File: config.mk
export PLATFORM = sky130hd
export DESIGN_NAME = lpsbi_top
export DESIGN_NICKNAME = d
export VERILOG_FILES = /design/src/lpsbi_pkg.sv /design/src/lpsbi_cmd_if.sv /design/src/lpsbi_top.sv /design/src/lpsbi_cmd_dec.sv /design/src/lpsbi_mask_pipe.sv
export SDC_FILE = /design/constraint.sdc
export NUM_CORES = 1
export LEC_CHECK = 0
export ABC_CLOCK_PERIOD_IN_PS = 4700
export BUFFER_PORTS_ARGS = -buffer_cell sky130_fd_sc_hd__buf_2
export CORE_ASPECT_RATIO = 0.8
export CORE_MARGIN = 4
export CORE_UTILIZATION = 25
export CTS_CLUSTER_DIAMETER = 200
export CTS_CLUSTER_SIZE = 20
export DETAILED_ROUTE_END_ITERATION = 8
export GPL_ROUTABILITY_DRIVEN = 0
export SYNTH_ARGS = -nofsm -noshare
export SYNTH_HDL_FRONTEND = slang
export SYNTH_SLANG_ARGS = --single-unit
File: constraint.sdc
create_clock -name clk -period 4.7 [get_ports clk]
set_input_delay 0.705 -clock clk [delete_from_list [all_inputs] [get_ports clk]]
set_output_delay 0.705 -clock clk [all_outputs]
set_load 0.005 [all_outputs]
File: src/lpsbi_pkg.sv
// package: constants and types for the sdram ball interface
package lpsbi_pkg;
   localparam int DATA_W = 32;
   localparam int LANES = 4;
   localparam int ADDR_W = 14;
   localparam int BANKS = 4;
   localparam int ROW_W = 13;
   localparam int COL_W = 9;
   localparam int PRE_SEL_POS = 10;
   localparam int MASK_LAT = 2;
   localparam int MODE_W = 13;
   localparam logic [MODE_W-1:0] MODE_RST = 13'h0000;
   localparam logic [COL_W-1:0] COL_RST = 9'h000;
   localparam logic [ROW_W-1:0] ROW_RST = 13'h0000;
   // command code {cs, ras, cas, we}, active low strobes
   localparam logic [3:0] CMD_NOP = 4'h7;
   localparam logic [3:0] CMD_ACT = 4'h3;
   localparam logic [3:0] CMD_RD = 4'h5;
   localparam logic [3:0] CMD_WR = 4'h4;
   localparam logic [3:0] CMD_PRE = 4'h2;
   localparam logic [3:0] CMD_REF = 4'h1;
   localparam logic [3:0] CMD_LMR = 4'h0;
   localparam logic [3:0] CMD_BST = 4'h6;
   typedef enum logic [2:0] {
      LPSBI_NONE, LPSBI_ACT, LPSBI_RD, LPSBI_WR, LPSBI_PRE, LPSBI_REF, LPSBI_LMR, LPSBI_BST
   } lpsbi_cmd_t;
   typedef enum {
      LPSBI_RUN, LPSBI_PPD, LPSBI_APD, LPSBI_SREF, LPSBI_DPD, LPSBI_SUSP
   } lpsbi_pwr_t;
endpackage

File: src/lpsbi_cmd_if.sv
// interface: decoded command from decoder to core
interface lpsbi_cmd_if;
   import lpsbi_pkg::*;
   logic valid;
   lpsbi_cmd_t cmd;
   logic [1:0] bank;
   logic [ADDR_W-1:0] addr;
   logic allBanks;
   modport dec (output valid, cmd, bank, addr, allBanks);
   modport core (input valid, cmd, bank, addr, allBanks);
endinterface

File: src/lpsbi_top.sv
// top: low power sdram command, mask and address ball interface
// Summary of operation
// - all inputs captured on rising clock
// - clock advances burst counter, output registers
// - clock enable low picks a power state
// - clock enable asynchronous while powered down; here the raw level is sampled on rising clock
// - input buffers off in power down, self refresh
// - chip select high ignores the command
// - select and three strobes form command
// - write mask high blocks byte storage
// - read mask high floats byte two later; here the output enable drops three cycles later
// - x16: low mask low byte, high upper
// - x32: four masks govern bytes in order
// - bank select picks the addressed bank
// - bank select ignored on all-bank precharge
// - address carries row, column, auto precharge
// - bit ten chooses all or one bank
// - address gives mode register op-code
// - collective mask means all masks equal
module lpsbi_top
   import lpsbi_pkg::*;
(
   input wire logic clk,
   input wire logic rstn,
   input wire logic clkEnable,
   input wire logic chipSelN,
   input wire logic rowStrobeN,
   input wire logic colStrobeN,
   input wire logic writeStrobeN,
   input wire logic bank_sel0,
   input wire logic bank_sel1,
   input wire logic [ADDR_W-1:0] addr,
   input wire logic wide32,
   input wire logic low_byte_mask,
   input wire logic high_byte_mask,
   input wire logic [LANES-1:0] laneMask,
   input wire logic [DATA_W-1:0] dqIn,
   input wire logic [DATA_W-1:0] rdData,
   input wire logic selfRefReq,
   input wire logic deepPdReq,
   output logic [DATA_W-1:0] dqOut,
   output logic [DATA_W-1:0] dqOe,
   output logic [DATA_W-1:0] wrData_q,
   output logic [LANES-1:0] wrByteEn_q,
   output logic wrStrobe_q,
   output logic [1:0] accBank_q,
   output logic [COL_W-1:0] accCol_q,
   output logic [ROW_W-1:0] actRow_q,
   output logic [BANKS-1:0] bankOpen_q,
   output logic autoPre_q,
   output logic [MODE_W-1:0] modeReg_q,
   output logic bufOn_q,
   output lpsbi_pwr_t pwrState_q
);
   logic clkOn;
   logic [LANES-1:0] maskNow;
   logic [LANES-1:0] maskRd;
   logic burst_q;
   logic rdActive_q;
   lpsbi_cmd_if cmdBus();

   assign clkOn = pwrState_q == LPSBI_RUN;

   // lane masks: x16 maps low/high to lanes 0/1, upper lanes unused
   always_comb begin
      if (wide32) begin
         maskNow = laneMask;
      end else begin
         maskNow = {2'h0, high_byte_mask, low_byte_mask};
      end
   end

   lpsbi_cmd_dec uDec (
      .clk(clk),
      .rstn(rstn),
      .clkOn(clkOn),
      .csN(chipSelN),
      .rasN(rowStrobeN),
      .casN(colStrobeN),
      .weN(writeStrobeN),
      .bankSel({bank_sel1, bank_sel0}),
      .addr(addr),
      .out(cmdBus.dec)
   );

   lpsbi_mask_pipe uMask (
      .clk(clk),
      .rstn(rstn),
      .maskIn(maskNow),
      .maskOut(maskRd)
   );

   // power state selection when clock enable drops
   always_ff @(posedge clk) begin
      if (!rstn) begin
         pwrState_q <= LPSBI_RUN;
      end else begin
         case (pwrState_q)
            LPSBI_RUN: begin
               if (!clkEnable) begin
                  if (rdActive_q || burst_q) begin
                     pwrState_q <= LPSBI_SUSP;
                  end else if (bankOpen_q != '0) begin
                     pwrState_q <= LPSBI_APD;
                  end else if (deepPdReq) begin
                     pwrState_q <= LPSBI_DPD;
                  end else if (selfRefReq) begin
                     pwrState_q <= LPSBI_SREF;
                  end else begin
                     pwrState_q <= LPSBI_PPD;
                  end
               end
            end
            // exit on raw level: the clock enable is not qualified here
            LPSBI_PPD, LPSBI_APD, LPSBI_SREF, LPSBI_DPD: begin
               if (clkEnable) begin
                  pwrState_q <= LPSBI_RUN;
               end
            end
            LPSBI_SUSP: begin
               if (clkEnable) begin
                  pwrState_q <= LPSBI_RUN;
               end
            end
            default: pwrState_q <= LPSBI_RUN;
         endcase
      end
   end

   // input buffer enable off while powered down or refreshing itself
   always_ff @(posedge clk) begin
      if (!rstn) begin
         bufOn_q <= 1'b1;
      end else begin
         bufOn_q <= !(pwrState_q inside {LPSBI_PPD, LPSBI_APD, LPSBI_SREF, LPSBI_DPD});
      end
   end

   // bank open tracking
   always_ff @(posedge clk) begin
      if (!rstn) begin
         bankOpen_q <= '0;
      end else if (cmdBus.valid) begin
         if (cmdBus.cmd == LPSBI_ACT) begin
            bankOpen_q[cmdBus.bank] <= 1'b1;
         end else if (cmdBus.cmd == LPSBI_PRE) begin
            if (cmdBus.allBanks) begin
               bankOpen_q <= '0;
            end else begin
               bankOpen_q[cmdBus.bank] <= 1'b0;
            end
         end
      end
   end

   // row, bank, auto precharge capture; only the used address bits are read
   always_ff @(posedge clk) begin
      if (!rstn) begin
         actRow_q <= ROW_RST;
         accBank_q <= 2'h0;
         autoPre_q <= 1'b0;
      end else if (cmdBus.valid) begin
         if (cmdBus.cmd == LPSBI_ACT) begin
            // x32 row is 12 bits; top row bit is reserved there
            actRow_q <= wide32 ? {1'b0, cmdBus.addr[ROW_W-2:0]} : cmdBus.addr[ROW_W-1:0];
            accBank_q <= cmdBus.bank;
         end else if (cmdBus.cmd == LPSBI_RD || cmdBus.cmd == LPSBI_WR) begin
            autoPre_q <= cmdBus.addr[PRE_SEL_POS];
            accBank_q <= cmdBus.bank;
         end
      end
   end

   // burst column counter advances on every running clock while a burst is active, except one taking a read, write, burst stop or precharge
   always_ff @(posedge clk) begin
      if (!rstn) begin
         accCol_q <= COL_RST;
         burst_q <= 1'b0;
         rdActive_q <= 1'b0;
      end else if (cmdBus.valid && (cmdBus.cmd == LPSBI_RD || cmdBus.cmd == LPSBI_WR)) begin
         accCol_q <= cmdBus.addr[COL_W-1:0];
         burst_q <= 1'b1;
         rdActive_q <= cmdBus.cmd == LPSBI_RD;
      end else if (cmdBus.valid && (cmdBus.cmd == LPSBI_BST || cmdBus.cmd == LPSBI_PRE)) begin
         burst_q <= 1'b0;
         rdActive_q <= 1'b0;
      end else if (clkOn && burst_q) begin
         accCol_q <= accCol_q + 9'h001;
      end
   end

   // mode register load
   always_ff @(posedge clk) begin
      if (!rstn) begin
         modeReg_q <= MODE_RST;
      end else if (cmdBus.valid && cmdBus.cmd == LPSBI_LMR) begin
         modeReg_q <= cmdBus.addr[MODE_W-1:0];
      end
   end

   // write data capture with byte enables
   always_ff @(posedge clk) begin
      if (!rstn) begin
         wrData_q <= '0;
         wrByteEn_q <= '0;
         wrStrobe_q <= 1'b0;
      end else begin
         wrData_q <= dqIn;
         wrByteEn_q <= ~maskNow & (wide32 ? 4'hF : 4'h3);
         wrStrobe_q <= clkOn && burst_q && !rdActive_q;
      end
   end

   // read output registers, per lane enable three cycles after the mask
   genvar l;
   generate
      for (l = 0; l < LANES; l++) begin : gLane
         always_ff @(posedge clk) begin
            if (!rstn) begin
               dqOut[8*l +: 8] <= 8'h00;
               dqOe[8*l +: 8] <= 8'h00;
            end else begin
               dqOut[8*l +: 8] <= rdData[8*l +: 8];
               // the flop adds a cycle on top of the two-stage mask maskRd
               dqOe[8*l +: 8] <= {8{rdActive_q && clkOn && !maskRd[l]
                  && (wide32 || l < 2)}};
            end
         end
      end
   endgenerate

   a_pre_one: assert property (@(posedge clk) disable iff (!rstn)
      (cmdBus.valid && cmdBus.cmd == LPSBI_PRE && !cmdBus.allBanks)
      |=> bankOpen_q[$past(cmdBus.bank)] == 1'b0) else $error("single precharge missed");
   a_pre_all_clr: assert property (@(posedge clk) disable iff (!rstn)
      (cmdBus.valid && cmdBus.cmd == LPSBI_PRE && cmdBus.allBanks)
      |=> bankOpen_q == '0) else $error("all bank precharge missed");
   a_mode_load: assert property (@(posedge clk) disable iff (!rstn)
      (cmdBus.valid && cmdBus.cmd == LPSBI_LMR) |=> modeReg_q == $past(cmdBus.addr[MODE_W-1:0]))
      else $error("mode op-code not loaded");
   a_wr_mask: assert property (@(posedge clk) disable iff (!rstn)
      (wide32 && laneMask[2]) |=> !wrByteEn_q[2]) else $error("masked byte enabled");
   a_pd_buf: assert property (@(posedge clk) disable iff (!rstn)
      (pwrState_q == LPSBI_SREF) |=> !bufOn_q) else $error("buffers on in self refresh");
   a_apd_entry: assert property (@(posedge clk) disable iff (!rstn)
      (clkOn && !clkEnable && bankOpen_q != '0 && !burst_q && !rdActive_q)
      |=> pwrState_q == LPSBI_APD) else $error("active power-down not entered");
   a_col_inc: assert property (@(posedge clk) disable iff (!rstn)
      (clkOn && burst_q && !cmdBus.valid) |=> accCol_q == $past(accCol_q) + 9'h001)
      else $error("burst counter stalled");
   a_x16_hi_lane: assert property (@(posedge clk) disable iff (!rstn)
      !wide32 |=> dqOe[31:16] == '0) else $error("unused lanes driven in x16");
   a_ppd_entry: assert property (@(posedge clk) disable iff (!rstn)
      (clkOn && !clkEnable && !burst_q && !rdActive_q && bankOpen_q == '0 && !deepPdReq
      && !selfRefReq) |=> pwrState_q == LPSBI_PPD) else $error("precharge power-down missed");
   a_sref_entry: assert property (@(posedge clk) disable iff (!rstn)
      (clkOn && !clkEnable && !burst_q && !rdActive_q && bankOpen_q == '0 && !deepPdReq
      && selfRefReq) |=> pwrState_q == LPSBI_SREF) else $error("self refresh missed");
   a_dpd_entry: assert property (@(posedge clk) disable iff (!rstn)
      (clkOn && !clkEnable && !burst_q && !rdActive_q && bankOpen_q == '0 && deepPdReq)
      |=> pwrState_q == LPSBI_DPD) else $error("deep power-down missed");
   a_susp_entry: assert property (@(posedge clk) disable iff (!rstn)
      (clkOn && !clkEnable && (burst_q || rdActive_q)) |=> pwrState_q == LPSBI_SUSP)
      else $error("clock suspend missed");
   a_off_ignore: assert property (@(posedge clk) disable iff (!rstn)
      !clkOn |=> !cmdBus.valid) else $error("command taken with clock off");
   a_pd_exit: assert property (@(posedge clk) disable iff (!rstn)
      (pwrState_q inside {LPSBI_PPD, LPSBI_APD, LPSBI_SREF, LPSBI_DPD} && clkEnable)
      |=> pwrState_q == LPSBI_RUN) else $error("power-down exit missed");
   a_pd_buf_all: assert property (@(posedge clk) disable iff (!rstn)
      (pwrState_q inside {LPSBI_PPD, LPSBI_APD, LPSBI_DPD}) |=> !bufOn_q)
      else $error("buffers on in power-down");
   a_act_row: assert property (@(posedge clk) disable iff (!rstn)
      (cmdBus.valid && cmdBus.cmd == LPSBI_ACT && !wide32)
      |=> actRow_q == $past(cmdBus.addr[ROW_W-1:0])) else $error("row not captured");
   a_act_bank: assert property (@(posedge clk) disable iff (!rstn)
      (cmdBus.valid && cmdBus.cmd == LPSBI_ACT) |=> bankOpen_q[$past(cmdBus.bank)])
      else $error("activated bank not open");
   a_auto_pre: assert property (@(posedge clk) disable iff (!rstn)
      (cmdBus.valid && (cmdBus.cmd == LPSBI_RD || cmdBus.cmd == LPSBI_WR))
      |=> autoPre_q == $past(cmdBus.addr[PRE_SEL_POS])) else $error("auto precharge wrong");
   a_col_load: assert property (@(posedge clk) disable iff (!rstn)
      (cmdBus.valid && (cmdBus.cmd == LPSBI_RD || cmdBus.cmd == LPSBI_WR))
      |=> accCol_q == $past(cmdBus.addr[COL_W-1:0])) else $error("column not captured");
   a_wr_mask_x16: assert property (@(posedge clk) disable iff (!rstn)
      (!wide32 && low_byte_mask) |=> !wrByteEn_q[0]) else $error("low byte not masked");
   a_rd_float: assert property (@(posedge clk) disable iff (!rstn)
      maskRd[1] |=> dqOe[15:8] == 8'h00) else $error("masked read byte driven");
   a_out_reg: assert property (@(posedge clk) disable iff (!rstn)
      1'b1 |=> dqOut == $past(rdData)) else $error("read data not registered");
   a_wr_data: assert property (@(posedge clk) disable iff (!rstn)
      1'b1 |=> wrData_q == $past(dqIn)) else $error("write data not captured");
   c_act: cover property (@(posedge clk) cmdBus.valid && cmdBus.cmd == LPSBI_ACT);
   c_rd_masked: cover property (@(posedge clk) rdActive_q && maskRd != '0);
   c_sref: cover property (@(posedge clk) pwrState_q == LPSBI_SREF);
   c_susp: cover property (@(posedge clk) pwrState_q == LPSBI_SUSP);
endmodule

File: src/lpsbi_cmd_dec.sv
// command decoder over raw chip select and strobes, decoded result registered
module lpsbi_cmd_dec
   import lpsbi_pkg::*;
(
   input wire logic clk,
   input wire logic rstn,
   input wire logic clkOn,
   input wire logic csN,
   input wire logic rasN,
   input wire logic casN,
   input wire logic weN,
   input wire logic [1:0] bankSel,
   input wire logic [ADDR_W-1:0] addr,
   lpsbi_cmd_if.dec out
);
   logic [3:0] code;
   lpsbi_cmd_t cmdD;
   assign code = {csN, rasN, casN, weN};
   always_comb begin
      case (code)
         CMD_ACT: cmdD = LPSBI_ACT;
         CMD_RD: cmdD = LPSBI_RD;
         CMD_WR: cmdD = LPSBI_WR;
         CMD_PRE: cmdD = LPSBI_PRE;
         CMD_REF: cmdD = LPSBI_REF;
         CMD_LMR: cmdD = LPSBI_LMR;
         CMD_BST: cmdD = LPSBI_BST;
         default: cmdD = LPSBI_NONE;
      endcase
   end
   always_ff @(posedge clk) begin
      if (!rstn) begin
         out.valid <= 1'b0;
         out.cmd <= LPSBI_NONE;
         out.bank <= 2'h0;
         out.addr <= '0;
         out.allBanks <= 1'b0;
      end else begin
         // gated clock: nothing is taken while the internal clock is off
         out.valid <= clkOn && !csN && cmdD != LPSBI_NONE;
         out.cmd <= cmdD;
         out.bank <= bankSel;
         out.addr <= addr;
         out.allBanks <= cmdD == LPSBI_PRE && addr[PRE_SEL_POS];
      end
   end
   a_cs_masks: assert property (@(posedge clk) disable iff (!rstn)
      csN |=> !out.valid) else $error("command taken with chip select high");
   a_pre_all: assert property (@(posedge clk) disable iff (!rstn)
      (clkOn && code == CMD_PRE && addr[PRE_SEL_POS]) |=> (out.valid && out.allBanks))
      else $error("all bank precharge not flagged");
endmodule

File: src/lpsbi_mask_pipe.sv
// byte mask pipeline for read output enable
module lpsbi_mask_pipe
   import lpsbi_pkg::*;
(
   input wire logic clk,
   input wire logic rstn,
   input wire logic [LANES-1:0] maskIn,
   output logic [LANES-1:0] maskOut
);
   logic [LANES-1:0] stage_q [MASK_LAT];
   genvar g;
   generate
      for (g = 0; g < MASK_LAT; g++) begin : gStage
         // split so the first stage never names an index below zero
         if (g == 0) begin : gFirst
            always_ff @(posedge clk) begin
               if (!rstn) begin
                  stage_q[g] <= '0;
               end else begin
                  stage_q[g] <= maskIn;
               end
            end
         end else begin : gNext
            always_ff @(posedge clk) begin
               if (!rstn) begin
                  stage_q[g] <= '0;
               end else begin
                  stage_q[g] <= stage_q[g-1];
               end
            end
         end
      end
   endgenerate
   assign maskOut = stage_q[MASK_LAT-1];
   a_mask_lat: assert property (@(posedge clk) disable iff (!rstn)
      ##2 maskOut == $past(maskIn, 2)) else $error("read mask latency not two");
endmodule

* Word-level counts from Yosys, hierarchy flattened *
Memories as Yosys holds them, arrays and structs flattened.
Cells that the tools add are included.

word-level totals
  bits in registers = 170
  bits in writable memories = 8
  output and inout bits = 176
  word-level logic and storage cells = 130
  memories kept = 1

operators by class
  add/sub/neg operators = 1
  magnitude comparators = 2
  equal/unequal tests = 21
  muxes and demuxes = 28
  bitwise gates (word level) = 8
  reductions and logical operators = 43

memories
  name           words  bits a word  rd ports  clocked after memory_dff  write ports  line                   source
  uMask.stage_q  2      4            2         0                         2            lpsbi_mask_pipe.sv:10  logic [LANES-1:0] stage_q [MASK_LAT];

operator list
  kind                                                  count
  equality test 32 x 2 -> 1 bit, second input constant  2
  equality test 32 x 3 -> 1 bit, second input constant  2
  logical NOT 32 bit                                    2
  2-to-1 mux 32 bit                                     2
  case mux 32 bit (2 select lines)                      1
  equality test 32 x 1 -> 1 bit, second input constant  1
  2-to-1 mux 4 bit                                      7
  2-to-1 mux 9 bit                                      3
  case mux 3 bit (7 select lines)                       1
  logical AND 1 bit                                     16
  2-to-1 mux 13 bit                                     1
  equality test 3 bit, second input constant            4
  equality test 4 x 3 -> 1 bit, second input constant   3
  AND reduction 2 bit                                   5
  adder 9 x 1 -> 9 bit, second input constant           1
  2-to-1 mux 3 bit                                      3
  AND 4 bit                                             2
  equality test 4 x 2 -> 1 bit, second input constant   2
  NOT 4 bit                                             2
  nonzero test 2 bit                                    4
  nonzero test 4 bit                                    2
  logical NOT 1 bit                                     7
  equality test 3 x 2 -> 1 bit, second input constant   2
  2-to-1 mux 1 bit                                      6
  other kinds (16)                                      22

* Depth between registers and ports, before layout *
Gate-level depths: netlist of the first run.

  depth in word-level cells = 9
  depth in mapped cells = 6
  depth with buffers taken out = 5

* By module *
A second synthesis of the first run with hierarchy kept.

second synthesis, totals
  cell total of the unflattened synthesis = 549
  area, all modules = 5,320.1 µm²

modules (own cells, without submodules)
  module           times used  cells an instance  area each (µm²)
  lpsbi_top        1           483                4,506.8
  lpsbi_cmd_dec    1           50                 603.1
  lpsbi_mask_pipe  1           16                 210.2

* Least setup slack after synthesis of the first run *
No wires, ideal clock.

  kind = register -> register
  from = register pwrState_q[2]
  to = register accCol_q[5]
  setup time = 0.120 ns
  arrival time = 1.523 ns
  path slack = 3.058 ns
  stages on the path, launching flop included = 6
  cells stage by stage = dfxtp_1 -> buf_6 -> or4b_4 -> o21ai_4 -> nor3b_1 -> o31a_1

on the way
  cells in the longest elaborated chain, start to end = 4

RTL lines
  item                                  line              source
  from (decl)                           lpsbi_top.sv:53   output lpsbi_pwr_t pwrState_q
  from (signal assigned)                lpsbi_top.sv:96   pwrState_q <= LPSBI_RUN;
  from (signal assigned)                lpsbi_top.sv:102  pwrState_q <= LPSBI_SUSP;
  from (signal assigned)                lpsbi_top.sv:104  pwrState_q <= LPSBI_APD;
  logical NOT 32 bit                    lpsbi_top.sv:62   assign clkOn = pwrState_q == LPSBI_RUN;
  logical AND 1 bit                     lpsbi_top.sv:187  end else if (clkOn && burst_q) begin
  nonzero test 2 bit (no source line)   --
  AND reduction 2 bit (no source line)  --
  to (signal assigned)                  lpsbi_top.sv:181  accCol_q <= cmdBus.addr[COL_W-1:0];
  to (signal assigned)                  lpsbi_top.sv:188  accCol_q <= accCol_q + 9'h001;
  to (decl)                             lpsbi_top.sv:47   output logic [COL_W-1:0] accCol_q,

Every way passes these cells.
A chain may end at the register's enable or synchronous reset.

* Worst setup path in the final report of the first run *
  from = input port rstn
  to = register rdActive_q

RTL lines
  item                  line              source
  from (decl)           lpsbi_top.sv:24   input wire logic rstn,
  to (signal assigned)  lpsbi_top.sv:179  rdActive_q <= 1'b0;
  to (signal assigned)  lpsbi_top.sv:183  rdActive_q <= cmdBus.cmd == LPSBI_RD;
  to (signal assigned)  lpsbi_top.sv:186  rdActive_q <= 1'b0;
  to (decl)             lpsbi_top.sv:59   logic rdActive_q;

No word-level cell between the ends.

==> results of run 1 <==
==> metal layers <==
layer	wire (µm)	track usage, %	part of all wire (%)
met5	7	0	0.048
met4	108	3.226	0.73
met3	1517	5.784	10
met2	7010	19.27	48
met1	6091	14.75	41
==> power by group through the flow <==
stage / clock, µW / sequential [µW] / combinational (µW)
after detailed placement: 0 / 1370 / 167
after global placement: 0 / 1360 / 166
after floorplan: 0 / 1360 / 96.6
after global routing: 1610 / 1340 / 187
after CTS: 1550 / 1340 / 168
final: 1510 / 1340 / 165
==> state kept, by name, indices dropped and copies added (netlist names), 2 cells and up <==
name,cells
dqOut,32
uDec.out.addr,13
uMask.stage_q,8
pwrState_q,3
dqOe,4
accCol_q,9
wrData_q,32
actRow_q,13
modeReg_q,13
uDec.out.bank,2
bankOpen_q,4
accBank_q,2
uDec.out.cmd,3
wrByteEn_q,4
==> through the flow <==
step,power [µW],hold WS (ns),util (%)
6_report,3016,0.3831,34.29
5_1_grt,3145,0.3957,34.29
4_1_cts,3056,0.3818,34.29
3_5_place_dp,1533,0.3727,31.13
3_3_place_gp,1530,0.3721,31.13
2_1_floorplan,1457,0.3682,-
==> synth_stat cells, types with 2 or more instances <==
cell,number
sky130_fd_sc_hd__clkbuf_1,18
sky130_fd_sc_hd__buf_4,57
sky130_fd_sc_hd__a211oi_1,2
sky130_fd_sc_hd__or3_1,2
sky130_fd_sc_hd__dfxtp_1,149
sky130_fd_sc_hd__nand2_1,66
sky130_fd_sc_hd__mux2i_1,4
sky130_fd_sc_hd__and2_1,90
sky130_fd_sc_hd__and3_1,2
sky130_fd_sc_hd__nor4_1,2
sky130_fd_sc_hd__inv_1,5
sky130_fd_sc_hd__a21oi_1,31
sky130_fd_sc_hd__nand3_1,14
sky130_fd_sc_hd__nor3_1,4
sky130_fd_sc_hd__buf_2,5
sky130_fd_sc_hd__nand2b_1,4
sky130_fd_sc_hd__o21ai_0,10
sky130_fd_sc_hd__nand4bb_1,2
sky130_fd_sc_hd__and4b_1,2
sky130_fd_sc_hd__o21a_1,5
sky130_fd_sc_hd__nor2_1,20
sky130_fd_sc_hd__a22o_1,3
sky130_fd_sc_hd__xnor2_1,5
sky130_fd_sc_hd__buf_1,2
sky130_fd_sc_hd__a21boi_0,13
sky130_fd_sc_hd__o211ai_1,3
sky130_fd_sc_hd__or3_2,2
sky130_fd_sc_hd__o31a_1,4
sky130_fd_sc_hd__nor3b_1,7
sky130_fd_sc_hd__nand3b_1,3
==> path summary, 6_finish.rpt <==
| path | end | slack (ns) | depth (start not counted) |
|---|---|---|---|
| max | rdActive_q | 2.65 | 3 |
| max reg2reg | accCol_q[1] | 2.85 | 4 |
| min | dqOe[24] | 0.38 | 1 |
| min reg2reg | dqOe[24] | 0.38 | 1 |
==> worst max-delay path: stages <==
cell	delay (ns)
sky130_fd_sc_hd__buf_2	0.66
sky130_fd_sc_hd__inv_1	0.67
sky130_fd_sc_hd__a211oi_1	0.32
==> area by class of cell <==
type	instances	area [µm²]
Tap cell	269	336.6
Timing Repair Buffer	243	1221
Multi-Input combinational cell	346	1977
Sequential cell	149	2983
Fill cell	2154	13800
Clock buffer	18	439.2
Clock inverter	14	222.7
Inverter	5	18.77
==> cells in the final DEF (no fill, tap or decap), drive strengths merged, types with 7 or more instances in the layout <==
cell type    n
nor3b        7
inv          8
a21oi       32
and2        90
dfxtp      149
nor2        20
a21boi      13
conb        29
o21ai       11
nand2       66
clkbuf      18
buf        243
nand3       14
==> logic make-up (layout without fill, tap and decap cells) <==
logic type | count (synthesis) | count (layout) | synth area share [%]
AO/OA/AOI/OAI | 80 | 80 | 9.813
XOR/XNOR | 5 | 5 | 0.8100
adder cells (fa/ha/maj) | 2 | 2 | 0.4165
buffers and inverters | 88 | 280 | 10.32
flip-flops | 149 | 149 | 55.17
multiplexers | 4 | 4 | 0.7406
other | 1 | 29 | 0.06936
AND/OR/NAND/NOR | 226 | 226 | 22.66
==> run_summary.xml, run 1 <==
<?xml version="1.0" encoding="UTF-8"?>
<metrics>
  <group name="cells_and_area">
    <metric name="area.growth.synth_to_final" unit="%">33.14</metric>
    <metric name="n_antenna_cell" unit="">0</metric>
    <metric name="fin_nets" unit="">859</metric>
    <metric name="stdcell_count" unit="">1044</metric>
    <metric name="final_cell_area" unit="µm²">7198</metric>
    <metric name="fraction_of_final_layout_cells_sized_beyond_drive_strength_1" unit="%">36.39</metric>
  </group>
  <group name="synthesis">
    <metric name="synth_async_sr_flop_share" unit="%">0</metric>
    <metric name="ys_types" unit="">49</metric>
    <metric name="netlist.area_leader.share" unit="%">55.17</metric>
    <metric name="mean_instance_size_in_the_synthesized_netlist" unit="µm²">9.741</metric>
    <metric name="netlist.top_cell.by_area" unit="">sky130_fd_sc_hd__dfxtp_1</metric>
    <metric name="synth_top_area_cells" unit="">sky130_fd_sc_hd__dfxtp_1, sky130_fd_sc_hd__and2_1, sky130_fd_sc_hd__buf_4, sky130_fd_sc_hd__nand2_1, sky130_fd_sc_hd__a21oi_1</metric>
    <metric name="ys_ff_latch" unit="">149</metric>
    <metric name="yosysSeqAreaShare" unit="%">55.17</metric>
    <metric name="yosys_warnings" unit="">0</metric>
    <metric name="postSynth.topFlopCell" unit="">sky130_fd_sc_hd__dfxtp_1</metric>
    <metric name="synthesized_instance_count" unit="">555</metric>
    <metric name="syn_area" unit="µm²">5406</metric>
    <metric name="synth_enable_flop_cells" unit="">0</metric>
  </group>
  <group name="setup_path">
    <metric name="reg2reg_from" unit="">uDec.out.valid</metric>
    <metric name="start_kind" unit="">primary input</metric>
    <metric name="critical_path_arrival" unit="ns">2.37</metric>
    <metric name="critical_path.startpoint" unit="">rstn</metric>
    <metric name="critical_path_peak_fanout" unit="">53</metric>
    <metric name="crit_path_end_kind" unit="">register</metric>
    <metric name="criticalPathCategory" unit="">primary input to register</metric>
    <metric name="critPathRequiredTime" unit="ns">5.02</metric>
  </group>
  <group name="timing">
    <metric name="timing.fmax" unit="MHz">486.9</metric>
    <metric name="relSlewSlack" unit="%">40.38</metric>
    <metric name="post-route-worst-setup-slack" unit="ns">2.646</metric>
    <metric name="fin_worst_skew" unit="ns">0.006954</metric>
    <metric name="min_period_over_period" unit="%">43.70</metric>
    <metric name="setup_total_negative_slack" unit="ns">0</metric>
    <metric name="number_of_max_slew_violations_in_the_final_report" unit="">0</metric>
    <metric name="report.final.setup_viol" unit="">0</metric>
    <metric name="rsz0062_at_grt" unit="">false</metric>
    <metric name="finalHoldViolCount" unit="">0</metric>
    <metric name="finalWorstPathRequiredPeriod" unit="ns">2.054</metric>
    <metric name="worst_pin_slew" unit="ns">0.8943</metric>
  </group>
  <group name="floorplanning">
    <metric name="die_w" unit="µm">172.4</metric>
    <metric name="floorplan.die.height" unit="µm">139.5</metric>
    <metric name="design.portCount" unit="">272</metric>
    <metric name="design.die.area" unit="µm²">24060</metric>
    <metric name="initial_utilization" unit="%">25.75</metric>
    <metric name="floorplan.rows" unit="">47</metric>
    <metric name="core_area" unit="µm²">20990</metric>
  </group>
  <group name="clocking">
    <metric name="post-cts-setup-buffers" unit="">0</metric>
    <metric name="tritoncts_num_sinks" unit="">149</metric>
    <metric name="tritoncts" unit="">yes</metric>
    <metric name="cts-htree-levels" unit="">4</metric>
    <metric name="cts_hold_buf" unit="">0</metric>
    <metric name="clkLatencyLatePin" unit="ns">0.42</metric>
    <metric name="clk_pin_slew_worst_paths" unit="ns">0.06</metric>
    <metric name="ctsLongestPathBuffers" unit="">2</metric>
    <metric name="cts_resized" unit="">0</metric>
    <metric name="clk_root_buffer_cell" unit="">sky130_fd_sc_hd__clkbuf_16</metric>
    <metric name="total_clock_buffers_created_by_cts" unit="">17</metric>
  </group>
  <group name="drt">
    <metric name="wl" unit="mm">14.74</metric>
    <metric name="drt_iter0_markers" unit="">199</metric>
    <metric name="drtPass1Iterations" unit="">4</metric>
    <metric name="route.vias.total" unit="">4251</metric>
    <metric name="drt_drc_violations_left" unit="">0</metric>
    <metric name="routed_via_density" unit="">4.072</metric>
    <metric name="drtAntennaViolNets" unit="">0</metric>
    <metric name="routed_wirelength_normalized_by_instance_count" unit="µm">14.11</metric>
  </group>
  <group name="placed_design">
    <metric name="placed_area" unit="µm²">6536</metric>
    <metric name="post-dp-hpwl" unit="mm">11.02</metric>
    <metric name="dp.cells" unit="">1012</metric>
    <metric name="input_output_buffers" unit="">241</metric>
    <metric name="worst_slack_at_placement" unit="ns">2.149</metric>
  </group>
  <group name="grt">
    <metric name="global_route.overflow_total" unit="">0</metric>
    <metric name="gr-usage-all-layers" unit="%">12.13</metric>
    <metric name="grt_pass1_wl" unit="mm">22.53</metric>
    <metric name="grt_start_max_net_pins" unit="">69</metric>
    <metric name="first_global_vias" unit="">4044</metric>
    <metric name="number_of_antenna_violations_at_the_first_check_in_global_routing" unit="">1</metric>
  </group>
  <group name="power_and_ir_drop">
    <metric name="p_sw_share" unit="%">21.77</metric>
    <metric name="ir_worst_vdd" unit="mV">0.2520</metric>
    <metric name="power_per_cell_area" unit="nW/µm²">419.1</metric>
    <metric name="p_sw" unit="µW">656.8</metric>
    <metric name="clkPwrFrac" unit="%">50.2</metric>
    <metric name="static-leakage-power" unit="µW">0.003376</metric>
    <metric name="combinational_fraction_of_design_power" unit="%">5.5</metric>
    <metric name="power_frac_seq" unit="%">44.3</metric>
    <metric name="internal_power" unit="µW">2360</metric>
  </group>
  <group name="min_path">
    <metric name="timing.hold.worst.class" unit="">register to register</metric>
    <metric name="worstHoldStart" unit="">uMask.stage_q[1][3]</metric>
  </group>
  <group name="status">
    <metric name="outcome" unit="">complete, no violations</metric>
  </group>
  <group name="run">
    <metric name="timing.max_cap.violations" unit="">0</metric>
  </group>
</metrics>
Note: power is estimated with default switching activity, not from simulation.
==> inputs of run 2 (changes only) <==
- ABC_AREA: not set -> 1
- ABC_CLOCK_PERIOD_IN_PS: 4700 -> 1900
- clock period: 4.7 -> 1.9 ns (I/O delays scaled with it)
==> run 2 against run 1 <==
Critical path depth fell by 2. Clock power rose by 120%. Largest power group unchanged. Worst hold slack got worse by 0.36 ns.
==> run_summary.xml, run 2 <==
<?xml version="1.0" encoding="UTF-8"?>
<metrics>
  <group name="synthesis">
    <metric name="yosys_warnings" unit="">0</metric>
    <metric name="mean_instance_size_in_the_synthesized_netlist" unit="µm²">8.080</metric>
    <metric name="ys_types" unit="">33</metric>
    <metric name="netlist.area_leader.share" unit="%">54.69</metric>
    <metric name="synth_enable_flop_cells" unit="">0</metric>
    <metric name="synth_commonest_cells" unit="">sky130_fd_sc_hd__dfxtp_1, sky130_fd_sc_hd__nand2_1, sky130_fd_sc_hd__inv_1, sky130_fd_sc_hd__nor2_1, sky130_fd_sc_hd__buf_4</metric>
    <metric name="synthesized_instance_count" unit="">675</metric>
    <metric name="ys_ff_latch" unit="">149</metric>
    <metric name="synth_async_sr_flop_share" unit="%">0</metric>
    <metric name="synth_top_area_cells" unit="">sky130_fd_sc_hd__dfxtp_1, sky130_fd_sc_hd__nand2_1, sky130_fd_sc_hd__inv_1, sky130_fd_sc_hd__buf_4, sky130_fd_sc_hd__nor2_1</metric>
    <metric name="netlist.top_cell.by_area" unit="">sky130_fd_sc_hd__dfxtp_1</metric>
    <metric name="postSynth.topFlopCell" unit="">sky130_fd_sc_hd__dfxtp_1</metric>
    <metric name="syn_area" unit="µm²">5454</metric>
    <metric name="yosysSeqAreaShare" unit="%">54.69</metric>
    <metric name="post-synth-top-count-cell" unit="">sky130_fd_sc_hd__dfxtp_1</metric>
  </group>
  <group name="setup_path">
    <metric name="timing.rr.end" unit="">accCol_q[8]</metric>
    <metric name="reg2reg_setup_slack" unit="ns">0.63</metric>
    <metric name="start_kind" unit="">register</metric>
    <metric name="crit_path_end_kind" unit="">output port</metric>
    <metric name="critPathRequiredTime" unit="ns">1.62</metric>
    <metric name="cp_slowest_cell" unit="">sky130_fd_sc_hd__dfxtp_1</metric>
    <metric name="worstPathBufferInverterCount" unit="">1</metric>
    <metric name="critPathTopFamily" unit="">flip-flops</metric>
    <metric name="critical-path-max-stage-delay" unit="ns">0.45</metric>
    <metric name="criticalPathCategory" unit="">register to output port</metric>
    <metric name="critical_path.startpoint" unit="">accCol_q[3]</metric>
    <metric name="reg2regPathDepth" unit="">9</metric>
    <metric name="critical_path_peak_fanout" unit="">7</metric>
    <metric name="critical_path_arrival" unit="ns">1.04</metric>
    <metric name="reg2reg_from" unit="">accCol_q[1]</metric>
    <metric name="path_cells" unit="">buf_2</metric>
  </group>
  <group name="cells_and_area">
    <metric name="n_antenna_cell" unit="">0</metric>
    <metric name="fin_nets" unit="">991</metric>
    <metric name="fraction_of_final_layout_cells_sized_beyond_drive_strength_1" unit="%">33.19</metric>
    <metric name="reg.largest.list" unit="">dqOut: 32 flops, wrData_q: 32 flops</metric>
    <metric name="final_common_cell" unit="">sky130_fd_sc_hd__buf_2</metric>
    <metric name="final_cell_mix" unit="">sky130_fd_sc_hd__buf_2, sky130_fd_sc_hd__dfxtp_1, sky130_fd_sc_hd__nand2_1, sky130_fd_sc_hd__inv_1, sky130_fd_sc_hd__nor2_1</metric>
    <metric name="area.growth.synth_to_final" unit="%">32.26</metric>
  </group>
  <group name="drt">
    <metric name="drt_drc_violations_left" unit="">0</metric>
    <metric name="routed_wirelength_normalized_by_instance_count" unit="µm">12.26</metric>
    <metric name="drt_iter0_markers" unit="">158</metric>
    <metric name="wl" unit="mm">14.49</metric>
    <metric name="drtAntennaViolNets" unit="">0</metric>
    <metric name="drtPass1Iterations" unit="">4</metric>
    <metric name="route.vias.total" unit="">4504</metric>
    <metric name="routed_via_density" unit="">3.810</metric>
  </group>
  <group name="timing">
    <metric name="finalHoldViolCount" unit="">0</metric>
    <metric name="fin_worst_skew" unit="ns">0.01606</metric>
    <metric name="number_of_max_slew_violations_in_the_final_report" unit="">0</metric>
    <metric name="rsz0062_at_grt" unit="">false</metric>
    <metric name="timing.fmax" unit="MHz">754.3</metric>
    <metric name="setup_total_negative_slack" unit="ns">0</metric>
    <metric name="finalWorstPathRequiredPeriod" unit="ns">1.326</metric>
    <metric name="min_period_over_period" unit="%">69.78</metric>
    <metric name="report.final.setup_viol" unit="">0</metric>
  </group>
  <group name="min_path">
    <metric name="hold_path_depth" unit="">2</metric>
    <metric name="worstHoldStart" unit="">laneMask[2]</metric>
    <metric name="hold_end" unit="">wrByteEn_q[2]</metric>
    <metric name="timing.hold.worst.class" unit="">primary input to register</metric>
  </group>
  <group name="floorplanning">
    <metric name="design.portCount" unit="">272</metric>
    <metric name="design.die.area" unit="µm²">24260</metric>
    <metric name="core_area" unit="µm²">21500</metric>
    <metric name="initial_utilization" unit="%">25.37</metric>
    <metric name="die_w" unit="µm">173.1</metric>
    <metric name="floorplan.rows" unit="">48</metric>
    <metric name="floorplan.die.height" unit="µm">140.1</metric>
  </group>
  <group name="clocking">
    <metric name="post-cts-setup-buffers" unit="">0</metric>
    <metric name="total_clock_buffers_created_by_cts" unit="">17</metric>
    <metric name="cts_resized" unit="">0</metric>
    <metric name="cts_hold_buf" unit="">0</metric>
    <metric name="clk_root_buffer_cell" unit="">sky130_fd_sc_hd__clkbuf_16</metric>
    <metric name="cts-htree-levels" unit="">4</metric>
    <metric name="clk_pin_slew_worst_paths" unit="ns">0.07</metric>
    <metric name="ctsLongestPathBuffers" unit="">2</metric>
    <metric name="clkLatencyLatePin" unit="ns">0.42</metric>
    <metric name="tritoncts_num_sinks" unit="">149</metric>
    <metric name="tritoncts" unit="">yes</metric>
  </group>
  <group name="run">
    <metric name="timing.max_cap.violations" unit="">0</metric>
  </group>
  <group name="power_and_ir_drop">
    <metric name="p_sw" unit="µW">1825</metric>
    <metric name="clkPwrFrac" unit="%">47.0</metric>
    <metric name="combinational_fraction_of_design_power" unit="%">6.9</metric>
    <metric name="power_frac_seq" unit="%">46.1</metric>
    <metric name="post-layout-total-power" unit="µW">7154</metric>
    <metric name="static-leakage-power" unit="µW">0.004235</metric>
    <metric name="p_sw_share" unit="%">25.51</metric>
    <metric name="ir_worst_vdd" unit="mV">0.4604</metric>
    <metric name="internal_power" unit="µW">5329</metric>
    <metric name="power_per_cell_area" unit="nW/µm²">991.8</metric>
  </group>
  <group name="placed_design">
    <metric name="post-dp-hpwl" unit="mm">11.18</metric>
    <metric name="input_output_buffers" unit="">241</metric>
  </group>
  <group name="grt">
    <metric name="gr-usage-all-layers" unit="%">11.75</metric>
    <metric name="grt_start_max_net_pins" unit="">47</metric>
    <metric name="grt_pass1_wl" unit="mm">22.50</metric>
    <metric name="first_global_vias" unit="">4292</metric>
    <metric name="global_route.overflow_total" unit="">0</metric>
    <metric name="number_of_antenna_violations_at_the_first_check_in_global_routing" unit="">4</metric>
  </group>
  <group name="status">
    <metric name="outcome" unit="">complete, no violations</metric>
  </group>
</metrics>
==> run 2: cell count changes after synthesis, moves of 13 or more <==
cell,change
sky130_fd_sc_hd__o21ai_0,+25
sky130_fd_sc_hd__and2_1,-90
sky130_fd_sc_hd__inv_1,+117
sky130_fd_sc_hd__a21boi_0,-13
sky130_fd_sc_hd__nor2_1,+48
sky130_fd_sc_hd__nand2_1,+70
==> run 2: per-layer routing <==
layer | up-vias | wire length, µm | GRT usage (%)
li1 | 2370 | - | -
met1 | 1973 | 6353 | 14.18
met2 | 132 | 6794 | 18.90
met3 | 23 | 1080 | 4.938
met4 | 6 | 227 | 4.240
met5 | - | 34 | 0
==> run 2: area by class of cell <==
type,count,area (µm²)
Tap cell,275,344.1
Fill cell,2277,14290
Clock inverter,15,162.7
Timing Repair Buffer,249,1269
Inverter,126,473.0
Sequential cell,149,2983
Clock buffer,17,425.4
Multi-Input combinational cell,351,1556
==> run 2: stage by stage <==
| stage | instance area (µm²) | util [%] | hold slack [ns] | cells | worst slack [ns] |
|---|---|---|---|---|---|
| after detailed placement | 6625 | 30.81 | 0.3916 | 1150 | 0.6350 |
| after CTS | 7213 | 33.55 | 0.003482 | 1182 | 0.5451 |
| after global routing | 7213 | 33.55 | 0.007232 | 1182 | 0.5011 |
| after floorplan | 5559 | - | 0.3574 | 703 | 0.7283 |
| after global placement | 6625 | 30.81 | 0.3800 | 1150 | 0.6524 |
| final | 7213 | 33.55 | 0.02155 | 1182 | 0.5742 |
==> run 2: worst max-delay path by stage <==
stage,endpoint,slack (ns),cells after the start
after floorplan,accCol_q[6],0.73,6
after global placement,modeReg_q[10],0.65,7
after detailed placement,actRow_q[7],0.64,4
after CTS,accCol_q[3],0.55,1
after global routing,pwrState_q[1],0.50,6
final,accCol_q[3],0.57,1
==> run 2: kinds of logic (layout without fill, tap and decap cells) <==
group	after synthesis	after routing	synth area share [%]
AND/OR/NAND/NOR	236	236	18.01
buffers and inverters	203	407	18.70
XOR/XNOR	3	3	0.4818
AO/OA/AOI/OAI	82	82	7.823
adder cells (fa/ha/maj)	1	1	0.2294
other	1	29	0.06876
flip-flops	149	149	54.69
==> run 2: power by group through the flow <==
stage	Clock (µW)	Combinational [µW]	Sequential, µW
5_1_grt	3630	568	3310
2_1_floorplan	0	267	3380
4_1_cts	3460	500	3300
6_report	3360	492	3300
3_5_place_dp	0	499	3370
3_3_place_gp	0	491	3370
